[src/omc_pkg.sv]
// Package for the operating mode controller
package omc_pkg;
	// ------------------------------------------------
	// Mode states, one-hot
	// ------------------------------------------------
	typedef enum logic [5:0] {
		OMC_RESET = 6'h01,
		OMC_NREQ = 6'h02,
		OMC_NORMAL = 6'h04,
		OMC_STANDBY = 6'h08,
		OMC_STOP = 6'h10,
		OMC_SLEEP = 6'h20
	} omc_mode_t;
	// ------------------------------------------------
	// Host mode commands
	// ------------------------------------------------
	localparam logic [1:0] CMD_NORMAL = 2'h0;
	localparam logic [1:0] CMD_STANDBY = 2'h1;
	localparam logic [1:0] CMD_STOP = 2'h2;
	localparam logic [1:0] CMD_SLEEP = 2'h3;
	// ------------------------------------------------
	// Timing
	// ------------------------------------------------
	localparam int CLK_MHZ = 200;
	localparam int RESET_DURATION_MS = 15;
	localparam int CONFIG_TIMEOUT_MS = 350;
	localparam int WAKE_PULSE_US = 10;
	localparam int CYC_PER_MS = CLK_MHZ * 1000;
	localparam int RESET_DURATION_CYC = RESET_DURATION_MS * CYC_PER_MS;
	localparam int CONFIG_TIMEOUT_CYC = CONFIG_TIMEOUT_MS * CYC_PER_MS;
	localparam int WAKE_PULSE_CYC = WAKE_PULSE_US * CLK_MHZ;
	localparam int OSC_SLOW_DIV = 4;
	// ------------------------------------------------
	// Wake sources
	// ------------------------------------------------
	typedef struct packed {
		logic cyclic_sense;
		logic forced_timer;
		logic can_msg;
		logic wake_change;
		logic vdd_overcurrent;
		logic cs_activity;
	} omc_wake_t;
	typedef struct packed {
		logic [1:0] mode;
		logic valid;
	} omc_cmd_t;
endpackage

[src/omc_top.sv]
// Operating mode controller top module
`timescale 1ns/1ps
module omc_top #(
	parameter int RESET_DURATION_CYC = omc_pkg::RESET_DURATION_CYC,
	parameter int CONFIG_TIMEOUT_CYC = omc_pkg::CONFIG_TIMEOUT_CYC,
	parameter int CYCLIC_PERIOD = 1024,
	parameter int CYCLIC_ON = 16
) (
	input wire logic clk,
	input wire logic reset,
	input wire omc_pkg::omc_cmd_t mode_cmd,
	input wire logic wd_period_write,
	input wire logic [3:0] wd_period,
	input wire logic wd_timeout,
	input wire logic wd_closed_trigger,
	input wire logic stop_watchdog_enable,
	input wire logic switch_output_on_bit,
	input wire logic flag_clear,
	input wire logic vdd_undervoltage_pin,
	input wire logic second_supply_undervoltage_pin,
	input wire logic switch_overtemp_pin,
	input wire omc_pkg::omc_wake_t wake_pins,
	input wire logic can_rx_msg,
	output logic [5:0] mode,
	output logic reset_n,
	output logic irq_n,
	output logic main_regulator_on,
	output logic main_regulator_keepalive,
	output logic second_regulator_drive,
	output logic switched_battery_output,
	output logic can_tx_enable,
	output logic watchdog_run,
	output logic slow_osc_select,
	output logic second_supply_low_flag,
	output logic switch_overtemp_flag,
	output logic switch_overtemp_or_supply_low_irq,
	output logic can_wake_flag,
	output logic [3:0] wd_config
);
	// ------------------------------------------------
	// Elaboration checks
	// ------------------------------------------------
	// Cyclic counter is 16 bits wide, timers 32 bits
	if (RESET_DURATION_CYC < 1 || CONFIG_TIMEOUT_CYC < 1 ||
		CYCLIC_ON < 1 || CYCLIC_ON >= CYCLIC_PERIOD ||
		CYCLIC_PERIOD > 65536) begin
		$error("omc_top: bad timing parameters");
	end
	// ------------------------------------------------
	// Input synchronisers
	// ------------------------------------------------
	localparam int NS = 10;
	logic [NS-1:0] sync_a, sync_b;
	logic [NS-1:0] async_in;
	assign async_in = {vdd_undervoltage_pin, second_supply_undervoltage_pin,
		switch_overtemp_pin, can_rx_msg, wake_pins};
	always_ff @(posedge clk or posedge reset) begin
		if (reset) begin
			sync_a <= '0;
			sync_b <= '0;
		end else begin
			sync_a <= async_in;
			sync_b <= sync_a;
		end
	end
	logic vdd_uv, v2_uv, hs_ot, can_rx;
	omc_pkg::omc_wake_t wk;
	assign {vdd_uv, v2_uv, hs_ot, can_rx, wk} = sync_b;
	// ------------------------------------------------
	// State and timers
	// ------------------------------------------------
	omc_pkg::omc_mode_t state, next_state;
	logic [31:0] timer, next_timer;
	logic from_sleep, next_from_sleep;
	logic [15:0] pulse_cnt, next_pulse_cnt;
	logic [15:0] cyc_cnt, next_cyc_cnt;
	logic [1:0] div_cnt, next_div_cnt;
	logic [3:0] next_wd_config;
	logic tick;
	logic stop_wake, sleep_wake;
	assign stop_wake = |wk;
	assign sleep_wake = wk.cyclic_sense | wk.forced_timer | wk.can_msg |
		wk.wake_change;
	// Slow oscillator tick in Sleep and Stop
	assign tick = !(state inside {omc_pkg::OMC_SLEEP, omc_pkg::OMC_STOP}) ||
		div_cnt == 2'h0;
	always_comb begin
		next_state = state;
		next_timer = timer;
		next_from_sleep = from_sleep;
		next_pulse_cnt = (pulse_cnt != 16'h0) ? pulse_cnt - 16'h1 : 16'h0;
		next_wd_config = wd_config;
		next_div_cnt = (div_cnt == 2'(omc_pkg::OSC_SLOW_DIV - 1)) ? 2'h0 :
			div_cnt + 2'h1;
		next_cyc_cnt = cyc_cnt;
		if (tick)
			next_cyc_cnt = (cyc_cnt == 16'(CYCLIC_PERIOD - 1)) ? 16'h0 :
				cyc_cnt + 16'h1;
		unique case (state)
		omc_pkg::OMC_RESET: begin
			if (timer >= 32'(RESET_DURATION_CYC - 1)) begin
				next_state = omc_pkg::OMC_NREQ;
				next_timer = 32'h0;
			end else
				next_timer = timer + 32'h1;
		end
		omc_pkg::OMC_NREQ: begin
			if (wd_period_write) begin
				next_wd_config = wd_period;
				next_state = (mode_cmd.valid &&
					mode_cmd.mode == omc_pkg::CMD_STANDBY) ?
					omc_pkg::OMC_STANDBY : omc_pkg::OMC_NORMAL;
			end else if (timer >= 32'(CONFIG_TIMEOUT_CYC - 1)) begin
				next_timer = 32'h0;
				next_state = from_sleep ? omc_pkg::OMC_SLEEP :
					omc_pkg::OMC_RESET;
			end else
				next_timer = timer + 32'h1;
		end
		omc_pkg::OMC_NORMAL, omc_pkg::OMC_STANDBY: begin
			if (mode_cmd.valid) begin
				unique case (mode_cmd.mode)
				omc_pkg::CMD_NORMAL: next_state = omc_pkg::OMC_NORMAL;
				omc_pkg::CMD_STANDBY: next_state = omc_pkg::OMC_STANDBY;
				omc_pkg::CMD_STOP: next_state = omc_pkg::OMC_STOP;
				omc_pkg::CMD_SLEEP: next_state = omc_pkg::OMC_SLEEP;
				endcase
			end
		end
		omc_pkg::OMC_STOP: begin
			if (stop_wake) begin
				next_state = omc_pkg::OMC_NREQ;
				next_timer = 32'h0;
				next_from_sleep = 1'b0;
				next_pulse_cnt = 16'(omc_pkg::WAKE_PULSE_CYC);
			end
		end
		omc_pkg::OMC_SLEEP: begin
			if (sleep_wake) begin
				next_state = omc_pkg::OMC_RESET;
				next_timer = 32'h0;
				next_from_sleep = 1'b1;
			end
		end
		default: begin
			next_state = omc_pkg::OMC_RESET;
			next_timer = 32'h0;
		end
		endcase
		// Reset conditions override the mode machine in every state except Sleep and Reset
		if (state != omc_pkg::OMC_SLEEP && state != omc_pkg::OMC_RESET &&
			(vdd_uv || (watchdog_run && (wd_timeout ||
			wd_closed_trigger)))) begin
			next_state = omc_pkg::OMC_RESET;
			next_timer = 32'h0;
			next_from_sleep = 1'b0;
		end
	end
	always_ff @(posedge clk or posedge reset) begin
		if (reset) begin
			state <= omc_pkg::OMC_RESET;
			timer <= 32'h0;
			from_sleep <= 1'b0;
			pulse_cnt <= 16'h0;
			cyc_cnt <= 16'h0;
			div_cnt <= 2'h0;
			wd_config <= 4'h0;
		end else begin
			state <= next_state;
			timer <= next_timer;
			from_sleep <= next_from_sleep;
			pulse_cnt <= next_pulse_cnt;
			cyc_cnt <= next_cyc_cnt;
			div_cnt <= next_div_cnt;
			wd_config <= next_wd_config;
		end
	end
	// ------------------------------------------------
	// Outputs and flags
	// ------------------------------------------------
	logic next_second_supply_low_flag, next_switch_overtemp_flag, next_irq, next_can_wake_flag, next_hs;
	logic in_low;
	assign in_low = next_state inside {omc_pkg::OMC_SLEEP, omc_pkg::OMC_STOP};
	always_comb begin
		next_second_supply_low_flag = v2_uv | (second_supply_low_flag & ~flag_clear);
		next_switch_overtemp_flag = hs_ot | (switch_overtemp_flag & ~flag_clear);
		next_irq = hs_ot | v2_uv |
			(switch_overtemp_or_supply_low_irq & ~flag_clear);
		next_can_wake_flag = (state == omc_pkg::OMC_STANDBY && can_rx) |
			(can_wake_flag & ~flag_clear);
		next_hs = 1'b0;
		if (!hs_ot && next_state != omc_pkg::OMC_RESET &&
			next_state != omc_pkg::OMC_NREQ)
			next_hs = in_low ? (switch_output_on_bit &&
				cyc_cnt < 16'(CYCLIC_ON))
				: switch_output_on_bit;
	end
	always_ff @(posedge clk or posedge reset) begin
		if (reset) begin
			mode <= 6'h01;
			reset_n <= 1'b0;
			irq_n <= 1'b1;
			main_regulator_on <= 1'b0;
			main_regulator_keepalive <= 1'b0;
			second_regulator_drive <= 1'b0;
			switched_battery_output <= 1'b0;
			can_tx_enable <= 1'b0;
			watchdog_run <= 1'b0;
			slow_osc_select <= 1'b0;
			second_supply_low_flag <= 1'b0;
			switch_overtemp_flag <= 1'b0;
			switch_overtemp_or_supply_low_irq <= 1'b0;
			can_wake_flag <= 1'b0;
		end else begin
			mode <= next_state;
			reset_n <= next_state != omc_pkg::OMC_RESET;
			irq_n <= next_pulse_cnt == 16'h0;
			main_regulator_on <= next_state != omc_pkg::OMC_SLEEP &&
				next_state != omc_pkg::OMC_RESET;
			main_regulator_keepalive <= next_state == omc_pkg::OMC_STOP;
			second_regulator_drive <= next_state == omc_pkg::OMC_NORMAL;
			switched_battery_output <= next_hs;
			can_tx_enable <= next_state == omc_pkg::OMC_NORMAL;
			watchdog_run <= next_state == omc_pkg::OMC_NORMAL ||
				next_state == omc_pkg::OMC_STANDBY ||
				(next_state == omc_pkg::OMC_STOP &&
				stop_watchdog_enable);
			slow_osc_select <= in_low;
			second_supply_low_flag <= next_second_supply_low_flag;
			switch_overtemp_flag <= next_switch_overtemp_flag;
			switch_overtemp_or_supply_low_irq <= next_irq;
			can_wake_flag <= next_can_wake_flag;
		end
	end
	// ------------------------------------------------
	// Assertions
	// ------------------------------------------------
	property p_reset_low;
		@(posedge clk) disable iff (reset)
		(mode == 6'h01) |-> !reset_n;
	endproperty
	a_reset_low: assert property (p_reset_low)
		else $error("reset_n high in Reset");
	property p_nreq_outs;
		@(posedge clk) disable iff (reset)
		(mode == 6'h02) |-> reset_n && main_regulator_on &&
			!second_regulator_drive;
	endproperty
	a_nreq_outs: assert property (p_nreq_outs)
		else $error("bad Request outputs");
	property p_standby;
		@(posedge clk) disable iff (reset)
		(mode == 6'h08) |-> main_regulator_on && !second_regulator_drive &&
			!can_tx_enable && watchdog_run;
	endproperty
	a_standby: assert property (p_standby)
		else $error("bad Standby outputs");
	property p_normal;
		@(posedge clk) disable iff (reset)
		(mode == 6'h04) |-> main_regulator_on && second_regulator_drive &&
			watchdog_run;
	endproperty
	a_normal: assert property (p_normal)
		else $error("bad Normal outputs");
	property p_stop_entry;
		@(posedge clk) disable iff (reset)
		(mode == 6'h10 && $past(mode) != 6'h10) |->
			$past(mode_cmd.valid) && $past(mode_cmd.mode) == 2'h2;
	endproperty
	a_stop_entry: assert property (p_stop_entry)
		else $error("Stop without command");
	property p_sleep;
		@(posedge clk) disable iff (reset)
		(mode == 6'h20) |-> !main_regulator_on && !second_regulator_drive &&
			slow_osc_select;
	endproperty
	a_sleep: assert property (p_sleep)
		else $error("bad Sleep outputs");
	property p_stop_wake;
		@(posedge clk) disable iff (reset)
		(mode == 6'h10 && stop_wake && !vdd_uv &&
			!(watchdog_run && (wd_timeout || wd_closed_trigger))) |=>
			(mode == 6'h02) ##1 !irq_n;
	endproperty
	a_stop_wake: assert property (p_stop_wake)
		else $error("bad Stop wake");
	property p_second_supply_low_flag;
		@(posedge clk) disable iff (reset)
		v2_uv |=> second_supply_low_flag && switch_overtemp_or_supply_low_irq;
	endproperty
	a_second_supply_low_flag: assert property (p_second_supply_low_flag)
		else $error("supply low flag missed");
	property p_stop_wd;
		@(posedge clk) disable iff (reset)
		(mode == 6'h10) |-> watchdog_run == $past(stop_watchdog_enable);
	endproperty
	a_stop_wd: assert property (p_stop_wd)
		else $error("Stop watchdog wrong");
endmodule

[config.mk]
export PLATFORM = sky130hd
export DESIGN_NAME = omc_top
export DESIGN_NICKNAME = d
export VERILOG_FILES = /design/src/omc_pkg.sv /design/src/omc_top.sv
export SDC_FILE = /design/constraint.sdc
export NUM_CORES = 1
export LEC_CHECK = 0
export BUFFER_PORTS_ARGS = -buffer_cell sky130_fd_sc_hd__buf_4
export CAP_MARGIN = 20
export CORE_ASPECT_RATIO = 0.8
export CORE_MARGIN = 10
export CORE_UTILIZATION = 35
export DETAILED_ROUTE_END_ITERATION = 10
export GPL_TIMING_DRIVEN = 0
export SETUP_SLACK_MARGIN = 0.5
export SLEW_MARGIN = 40
export SYNTH_ARGS = -nofsm -noshare
export SYNTH_HDL_FRONTEND = slang
export SYNTH_SLANG_ARGS = --single-unit
[constraint.sdc]
create_clock -name clk -period 6.9 [get_ports clk]
set_input_delay 1.035 -clock clk [delete_from_list [all_inputs] [get_ports clk]]
set_output_delay 1.035 -clock clk [all_outputs]
set_load 0.01 [all_outputs]
---- After elaboration in Yosys (flattened, before gate mapping) ----
Cells that the tools add are included.
operators by class
  add/sub/neg operators ................... 4
  equal/unequal tests ..................... 24
  $lt $le $gt $ge ......................... 3
  multiplexer cells ....................... 29
  reductions and logical operators ........ 29
  bitwise operators ....................... 13
operators with widths
  cell                     number
  $mux W32                 6
  $pmux W32 S5             1
  $mux W16                 4
  $mux W6                  8
  $add A32 B1 Y32 const B  1
  $ge A32 B22 Y1 const B   1
  $ge A32 B27 Y1 const B   1
  $pmux W6 S5              1
  $pmux W6 S4              1
  $add A16 B1 Y16 const B  1
  $eq A16 B10 Y1 const B   1
  $logic_not A16 Y1        1
  $lt A16 B5 Y1 const B    1
  $reduce_bool A16 Y1      1
  $sub A16 B1 Y16 const B  1
  $eq A6 B3 Y1 const B     2
  $eq A6 B4 Y1 const B     2
  $eq A6 B5 Y1 const B     2
  $eq A6 B6 Y1 const B     2
  $ne A6 B1 Y1 const B     2
  $ne A6 B6 Y1 const B     2
  $logic_and A1 B1 Y1      10
  $or A1 B1 Y1             8
  $eq A2 B2 Y1 const B     3
  other kinds (24)         39
word-level totals
  output and inout port bits .............. 23
  input bits .............................. 25
  register bits after elaboration ......... 109

---- Logic depth before layout (Yosys ltp) ----
Gate-level depths: netlist of the first run.
  word-level depth ........................ 10
  gate-level depth with buffers ........... 9

---- Least setup slack after synthesis of the first run ----
Ideal clock, no wire load.
  path type ............................... register -> register
  start ................................... register pulse_cnt[3]
  end ..................................... register irq_n
  required time ........................... 6.795 ns
  arrival ................................. 2.335 ns
  path slack .............................. 4.460 ns
  buffers on the path ..................... 0
  cell stages (with the launch flop) ...... 7
  cell sequence ........................... dfrtp_1 -> or4_1 -> nor4_1 -> xnor2_1 -> nand2_1 -> or4b_1 -> a2111oi_2
on the way
  cells in the longest elaborated chain, start to end .. 5
  elaborated cells between the ends (all ways) .. 6
  classes of those cells .................. 1 x add/sub; 3 x mux; 2 x reduce/logical
RTL lines
  what                                                    line            text
  start: declaration                                      omc_top.sv:75   logic [15:0] pulse_cnt, next_pulse_cnt;
  start signal: assignment                                omc_top.sv:172  pulse_cnt <= next_pulse_cnt;
  $sub A16 B1 Y16 or $reduce_bool A16 Y1 (tied branches)  omc_top.sv:91   next_pulse_cnt = (pulse_cnt != 16'h0) ? pulse_cnt - 16'h1 : 16'h0;
  $mux W16 (*)                                            omc_top.sv:91
  $mux W16                                                omc_top.sv:131  if (stop_wake) begin
  $mux W16 (*)                                            omc_top.sv:99   unique case (state)
  $logic_not A16 Y1 (*)                                   omc_top.sv:217  irq_n <= next_pulse_cnt == 16'h0;
  end signal: assignment                                  omc_top.sv:202  irq_n <= 1'b1;
  end signal: assignment                                  omc_top.sv:217
  end: declaration                                        omc_top.sv:26   output logic irq_n,
Mark *: on every way between the ends. The rest lies on a longest branch, timed or not.
A chain may end at the register's enable or synchronous reset.

==> flow_summary.json, run 1 <==
{
  "critical_path.n_buffers_inverters": 3,
  "cts.htree.levels": 3,
  "first_pass_iters": 4,
  "die_y_um": 131,
  "finalHoldViolCount": 0,
  "initial_antenna_violation_count": 0,
  "grt_pass1_vias": 4110,
  "cts_setup_buffers": 0,
  "worst_skew_pair.late_latency_ns": 0.36,
  "max_freq_mhz": 371,
  "final_area_mm2": 0.00638,
  "hold-path-cell-count": 0,
  "placed_area_mm2": 0.00609,
  "yosys-mux-area-fraction_pct": 0.829,
  "synthDominantCellAreaShare_pct": 49.3,
  "dominant_delay_contributor_by_cell_family_on_the_critical_path": "simple AND/OR/NAND/NOR gates",
  "layout_worst_path_cycle_share_pct": 39.1,
  "distinct_cell_type_count_after_synthesis": 69,
  "cap_violations": 0,
  "drcViolationCount": 0,
  "buffer_ports.inserted": 47,
  "floorplan.die_area_mm2": 0.0209,
  "top_level_ports": 48,
  "number_of_buffers_between_clock_root_and_the_deepest_sink": 2,
  "r2r_cells": 9,
  "place_ws_ns": 4.08,
  "antennaDiodeCount": 0,
  "timing.critical_path.from_type": "flip-flop",
  "simple_logic_cell_fraction_of_the_synthesized_area_pct": 25.6,
  "clk_transition_reported_paths_ns": 0.08,
  "syn_to_final_growth_pct": 17.4,
  "dr_wl_met3_um": 844,
  "tritoncts": "done",
  "critical_path.max_stage_delay_ns": 0.44,
  "vdd.ir_drop.worst_uv": 127,
  "slew_violations": 0,
  "totalWireLength_um": 12200,
  "grt_use_total_pct": 11.9,
  "setup_slack_ns": 4.20,
  "synth-adder-area-share_pct": 1.36,
  "topRoutingLayerUsed": "met4",
  "syn-cell-area_mm2": 0.00544,
  "chipWidth_um": 159,
  "hold_class": "reg -> reg",
  "critical_path_most_common_cell": "sky130_fd_sc_hd__clkbuf_1",
  "synth_area_per_cell_um2": 10.2,
  "timing.rr.start": "mode[5]",
  "initial_utilization_pct": 36.0,
  "synth-compound-area-share_pct": 12.6,
  "routedLengthMet1_um": 5850,
  "rsz0062_at_grt": "no",
  "post-route-min-period_ns": 2.70,
  "yosysSeqAreaShare_pct": 50.2,
  "tightest_slew_ns": 0.755,
  "worst-endpoint-required_ns": 7.17,
  "number_of_gates_given_a_new_drive_strength_after_cts": 0,
  "largest_net_degree_at_the_start_of_global_routing": 74,
  "syn_nets": 563,
  "critical_path.endpoint_type": "flip-flop",
  "worst_setup_path_startpoint": "mode[5]",
  "p_leak_uw": 0.00294,
  "routed_via_density": 5.16,
  "clk_root_buffer_cell": "sky130_fd_sc_hd__clkbuf_16",
  "slowest_stage": "sky130_fd_sc_hd__dfrtp_1",
  "slew_headroom_pct": 49.2,
  "setup-violations-final": 0,
  "gp_congestion": 0.812,
  "vias": 4164,
  "post-dp-hpwl_um": 9000,
  "ant_nets": 0,
  "synth_top_family_by_area": "simple AND/OR/NAND/NOR gates",
  "cts.sinks": 109,
  "synth_common_cells": "sky130_fd_sc_hd__dfrtp_1 (107), sky130_fd_sc_hd__nor2_1 (53), sky130_fd_sc_hd__nand2_1 (40)",
  "avgRoutedWirePerCell_um": 15.1,
  "core_mm2": 0.0151,
  "post_synth_inst_count": 533,
  "synth_area_leaders": "sky130_fd_sc_hd__dfrtp_1 (49%), sky130_fd_sc_hd__nor2_1 (3.7%), sky130_fd_sc_hd__nand3_1 (3.6%), sky130_fd_sc_hd__xnor2_1 (3.2%), sky130_fd_sc_hd__xor2_1 (2.9%)",
  "timing.reg2reg.setup_slack_ns": 4.20,
  "nNetsFinal": 622,
  "holdCritStartpoint": "sync_a[8]",
  "drive_above_1_share_pct": 21.3,
  "postSynthRegisterBits": 109,
  "core.rowCount": 40,
  "critical_path.reg2reg.endpoint": "timer[20]",
  "grt_pass1_wl_um": 20800,
  "result_of_the_run": "complete, no violations",
  "post_synth_xor_area_fraction_pct": 6.12,
  "ordered_list_of_cells_on_the_worst_path": "buf_2 > nor4_4 > nand3_2 > and3_1 > clkbuf_1 > clkbuf_1 > nor2_1 > nand2_1 > o211ai_1",
  "overflow_after_grt": 0,
  "total_power_per_unit_cell_area_mw_per_mm2": 186,
  "route.met2.wl_um": 5310,
  "crit_path_max_fanout": 10,
  "fin_setup_tns_ns": 0,
  "synth_flop_cell": "sky130_fd_sc_hd__dfrtp_1",
  "synth-edff-count": 0,
  "critical_setup_path_class": "reg -> reg",
  "post-synth-top-count-cell": "sky130_fd_sc_hd__dfrtp_1",
  "synth_warn": 0,
  "worst_clock_skew_ns": 0.00870,
  "drc_marker_count_from_the_first_detailed_route_iteration": 224,
  "async_reset_ff_share_pct": 100,
  "numCtsBuffers": 9,
  "critical_path_arrival_ns": 2.97,
  "synth.largest_area_cell": "sky130_fd_sc_hd__dfrtp_1",
  "cts.hold.buffers_added": 0,
  "hold-path-endpoint": "sync_b[8]"
}
==> worst max-delay path by stage <==
| stage | endpoint | slack [ns] | cells after the start |
|---|---|---|---|
| CTS | timer[20] | 4.21 | 9 |
| detailed placement | timer[20] | 4.08 | 8 |
| global placement | watchdog_run | 1.71 | 2 |
| floorplan | can_tx_enable | 2.99 | 1 |
| global route | timer[20] | 3.93 | 9 |
| finish | timer[20] | 4.20 | 9 |
==> state kept, by name, indices dropped and copies added (netlist names), 2 cells and up <==
| signal | count |
|---|---|
| mode | 6 |
| timer | 32 |
| pulse_cnt | 16 |
| wd_config | 4 |
| div_cnt | 2 |
| sync_a | 10 |
| sync_b | 10 |
| cyc_cnt | 16 |
==> through the flow <==
stage	hold slack, ns	std cells	utilization (%)	power (uW)
finish	0.353	807	42.2	1190
global route	0.361	807	42.2	1240
CTS	0.356	807	42.2	1210
detailed placement	0.337	791	40.3	694
global placement	0.333	790	40.0	690
floorplan	0.331	533	-	673
==> worst register-to-register path, delay by kind of cell (launching register included) <==
family | cells | cell delay, ns
buffers and inverters | 3 | 0.67
flip-flops | 1 | 0.44
AND/OR/NAND/NOR | 5 | 1.40
AO/OA/AOI/OAI | 1 | 0.09
==> logic make-up (layout without fill, tap and decap cells) <==
group / count (synthesis) / in the layout
buffers and inverters: 34 / 98
AOI/OAI and AO/OA: 89 / 89
xor gates and xnor gates: 38 / 38
DFF: 109 / 109
adders and majority gates: 6 / 6
muxes: 4 / 4
and+or+nand+nor: 253 / 253
==> layout make-up <==
type | instances | area [um^2]
fillers | 1487 | 8730
flip-flops and latches | 109 | 2730
plain buffers | 22 | 131
clock inverters | 6 | 65.1
well taps | 210 | 263
multi-input cells | 390 | 2530
repair buffers | 48 | 380
inverters | 12 | 52.6
clock buffers | 10 | 229
==> metal layers <==
layer	track usage (%)	up-vias
met3	4.24	13
met1	16.1	2027
li1	-	2033
met2	17.0	91
met4	4.06	0
met5	0	-
==> cell usage in the layout, fill, tap and decap left out, types with 9 or more instances in the layout <==
| cell | count |
|---|---|
| sky130_fd_sc_hd__o21ai_0 | 18 |
| sky130_fd_sc_hd__xor2_1 | 18 |
| sky130_fd_sc_hd__nor2_1 | 53 |
| sky130_fd_sc_hd__buf_4 | 50 |
| sky130_fd_sc_hd__inv_1 | 11 |
| sky130_fd_sc_hd__nand2_1 | 40 |
| sky130_fd_sc_hd__nor4_1 | 10 |
| sky130_fd_sc_hd__clkbuf_16 | 9 |
| sky130_fd_sc_hd__nor3_1 | 16 |
| sky130_fd_sc_hd__buf_2 | 9 |
| sky130_fd_sc_hd__dfrtp_1 | 107 |
| sky130_fd_sc_hd__nand4_1 | 15 |
| sky130_fd_sc_hd__nand3_1 | 39 |
| sky130_fd_sc_hd__a21oi_1 | 18 |
| sky130_fd_sc_hd__nor2_2 | 10 |
| sky130_fd_sc_hd__and3_1 | 9 |
| sky130_fd_sc_hd__xnor2_1 | 20 |
==> power breakdown <==
group          switching, uW  total (uW)  internal [uW]
logic                   18.1        31.6           13.6
registers               2.75         648            645
clock network            250         506            256
Power figures use the tool's default switching activity.
==> inputs of run 2 (changes only) <==
--- a/config.mk
+++ b/config.mk
@@ -5,6 +5,7 @@
 export SDC_FILE = /design/constraint.sdc
 export NUM_CORES = 1
 export LEC_CHECK = 0
+export ABC_AREA = 1
 export BUFFER_PORTS_ARGS = -buffer_cell sky130_fd_sc_hd__buf_4
 export CAP_MARGIN = 20
 export CORE_ASPECT_RATIO = 0.8
==> constraint.sdc (replaced) <==
create_clock -name clk -period 2.19 [get_ports clk]
set_input_delay 0.3285 -clock clk [delete_from_list [all_inputs] [get_ports clk]]
set_output_delay 0.3285 -clock clk [all_outputs]
set_load 0.01 [all_outputs]
==> flow_summary.json, run 2 <==
{
  "result_of_the_run": "complete, no violations",
  "r2r_cells": 11,
  "totalWireLength_um": 13800,
  "post-synth-top-count-cell": "sky130_fd_sc_hd__nand2_1",
  "critical_path.n_buffers_inverters": 0,
  "largest_register_ff_count": 32,
  "distinct_cell_type_count_after_synthesis": 42,
  "initial_antenna_violation_count": 0,
  "cts.htree.levels": 3,
  "critical_path.reg2reg.endpoint": "timer[2]",
  "synth-edff-count": 0,
  "p_seq_share_pct": 54.5,
  "switching_share_pct": 22.8,
  "grt_pass1_wl_um": 22400,
  "fin_setup_tns_ns": 0,
  "syn_to_final_growth_pct": 42.1,
  "synth_warn": 0,
  "timing.reg2reg.setup_slack_ns": 0.18,
  "critical_path_arrival_ns": 2.30,
  "synth_common_cells": "sky130_fd_sc_hd__nand2_1 (152), sky130_fd_sc_hd__nor2_1 (109), sky130_fd_sc_hd__dfrtp_1 (107)",
  "yosysSeqAreaShare_pct": 50.5,
  "floorplan.die_area_mm2": 0.0209,
  "layout_common_cells": "sky130_fd_sc_hd__nand2_1 (129), sky130_fd_sc_hd__buf_4 (104), sky130_fd_sc_hd__dfrtp_1 (104)",
  "antennaDiodeCount": 0,
  "timing.critical_path.from_type": "flip-flop",
  "chipWidth_um": 159,
  "core_mm2": 0.0151,
  "total_power_per_unit_cell_area_mw_per_mm2": 488,
  "largest_net_degree_at_the_start_of_global_routing": 25,
  "initial_utilization_pct": 35.9,
  "drive_above_1_share_pct": 36.7,
  "critical_path.max_stage_delay_ns": 0.39,
  "synth.largest_area_cell": "sky130_fd_sc_hd__dfrtp_1",
  "nNetsFinal": 832,
  "worst-endpoint-required_ns": 2.48,
  "synthDominantCellAreaShare_pct": 49.5,
  "largest_register": "timer",
  "number_of_buffers_between_clock_root_and_the_deepest_sink": 2,
  "syn-cell-area_mm2": 0.00541,
  "max_freq_mhz": 497,
  "worst_skew_pair.late_latency_ns": 0.35,
  "slowest_stage": "sky130_fd_sc_hd__dfrtp_1",
  "tightest_slew_ns": 0.576,
  "async_reset_ff_share_pct": 100,
  "numCtsBuffers": 9,
  "clk_transition_reported_paths_ns": 0.07,
  "overflow_after_grt": 0,
  "vias": 4722,
  "post_synth_inst_count": 668,
  "crit_path_max_fanout": 5,
  "p_switching_uw": 854,
  "grt_use_total_pct": 12.6,
  "hold_class": "in -> async",
  "rsz0062_at_grt": "yes",
  "holdWs_ns": 0.00473,
  "timing.rr.start": "timer[28]",
  "critical_path.endpoint_type": "flip-flop",
  "synth_flop_cell": "sky130_fd_sc_hd__dfrtp_1",
  "fill_cells": 1381,
  "grt_pass1_vias": 4578,
  "layout_commonest_cell": "sky130_fd_sc_hd__nand2_1",
  "cellInternalPower_uw": 2900,
  "ant_nets": 0,
  "worst_setup_path_startpoint": "timer[28]",
  "cts.sinks": 109,
  "cts.hold.buffers_added": 0,
  "core.rowCount": 40,
  "finalHoldViolCount": 0,
  "drc_marker_count_from_the_first_detailed_route_iteration": 207,
  "combPwrFrac_pct": 3.7,
  "dominant_delay_contributor_by_cell_family_on_the_critical_path": "simple AND/OR/NAND/NOR gates",
  "synth_area_leaders": "sky130_fd_sc_hd__dfrtp_1 (49%), sky130_fd_sc_hd__nand2_1 (11%), sky130_fd_sc_hd__nor2_1 (7.6%), sky130_fd_sc_hd__inv_1 (5.7%), sky130_fd_sc_hd__nand3_1 (4.4%)",
  "avgRoutedWirePerCell_um": 13.5,
  "layout.area.seq_mm2": 0.00273,
  "post-dp-hpwl_um": 9200,
  "slew_headroom_pct": 61.2,
  "vdd.ir_drop.worst_uv": 369,
  "tritoncts": "done",
  "synth_area_per_cell_um2": 8.10,
  "worst_clock_skew_ns": 0.00957,
  "p_leak_uw": 0.00388,
  "layout_worst_path_cycle_share_pct": 91.9,
  "routed_via_density": 4.64,
  "top_level_ports": 48,
  "postSynthRegisterBits": 109,
  "die_y_um": 131,
  "reg_top3": "timer x32, cyc_cnt x16, pulse_cnt x16",
  "critical_setup_path_class": "reg -> reg",
  "post-route-min-period_ns": 2.01,
  "cap_violations": 0,
  "syn_nets": 698,
  "ordered_list_of_cells_on_the_worst_path": "nor2_1 > nand2_1 > nor2_1 > o21ai_0 > a21oi_2 > nand2_4 > o21ai_4 > nand2_4 > nor2_4 > nand3_1 > nand2_1",
  "multi_input_area_mm2": 0.00288,
  "drcViolationCount": 0,
  "first_pass_iters": 5,
  "slew_violations": 0,
  "clkPwrFrac_pct": 41.7,
  "buffer_ports.inserted": 47,
  "gp_congestion": 0.848,
  "setup-violations-final": 0,
  "clk_root_buffer_cell": "sky130_fd_sc_hd__clkbuf_16"
}
## run 2: cell types whose count changed after synthesis, moves of 12 or more
cell and delta:
sky130_fd_sc_hd__nand2_1 +112, sky130_fd_sc_hd__inv_1 +70, sky130_fd_sc_hd__nor2_1 +56, sky130_fd_sc_hd__xnor2_1 -14, sky130_fd_sc_hd__inv_2 +12
## run 2: cells by family after synthesis
group                    after synthesis  share of synthesized area [%]
AO/OA/AOI/OAI                         47                           4.99
XOR/XNOR                              29                           4.69
adder cells (fa/ha/maj)                5                           1.16
buffers and inverters                101                           7.47
flip-flops                           109                           50.5
AND/OR/NAND/NOR                      377                           31.2
## run 2: worst max path at each step
stage                     slack, ns            end  cells past startpoint
final                          0.18       timer[2]                     11
after global routing           0.03      timer[11]                     12
after CTS                      0.26      timer[26]                     15
after detailed placement        0.1      timer[24]                     15
after global placement        -0.27  pulse_cnt[13]                      2
after floorplan                0.46      timer[11]                     15
## run 2: power by group through the flow
stage	clock network (uW)	registers [uW]	logic (uW)
2_1_floorplan	0	2090	45.7
3_3_place_gp	0	2090	114
3_5_place_dp	0	2080	144
4_1_cts	1620	2040	145
5_1_grt	1690	2050	158
6_report	1570	2040	139
## run 2: cell type report
cell class              instances  share of cell area [%]
inverters                      95                    4.95
well taps                     210                    3.42
plain buffers                   6                   0.830
multi-input cells             459                    37.5
flip-flops and latches        109                    35.6
clock inverters                 6                   0.716
clock buffers                  10                    2.98
repair buffers                122                    14.1
## run 2: layer usage
metal	vias up	GRT usage, %	wire [um]
li1	2382	-	-
met1	2240	17.5	6630
met2	92	19.8	6500
met3	8	2.90	558
met4	0	2.31	82
met5	-	0	0
## run 2: repair_timing
item,CTS,global route
pin swaps,39,52
resized for setup,79,87
endpoints found under the setup margin,53,53
setup buffers,44,24
cloned,2,1
endpoints found under the hold margin,0,0
## run 2: per-stage QoR
stage,total power [uW],worst slack (ns),util (%),area [um^2],instances
2_1_floorplan,2130,0.461,-,5490,668
3_3_place_gp,2200,-0.266,40.5,6100,925
3_5_place_dp,2230,0.0965,41.4,6230,930
4_1_cts,3810,0.259,47.4,7150,992
5_1_grt,3900,0.0312,51.0,7690,1017
6_report,3750,0.176,51.0,7690,1017
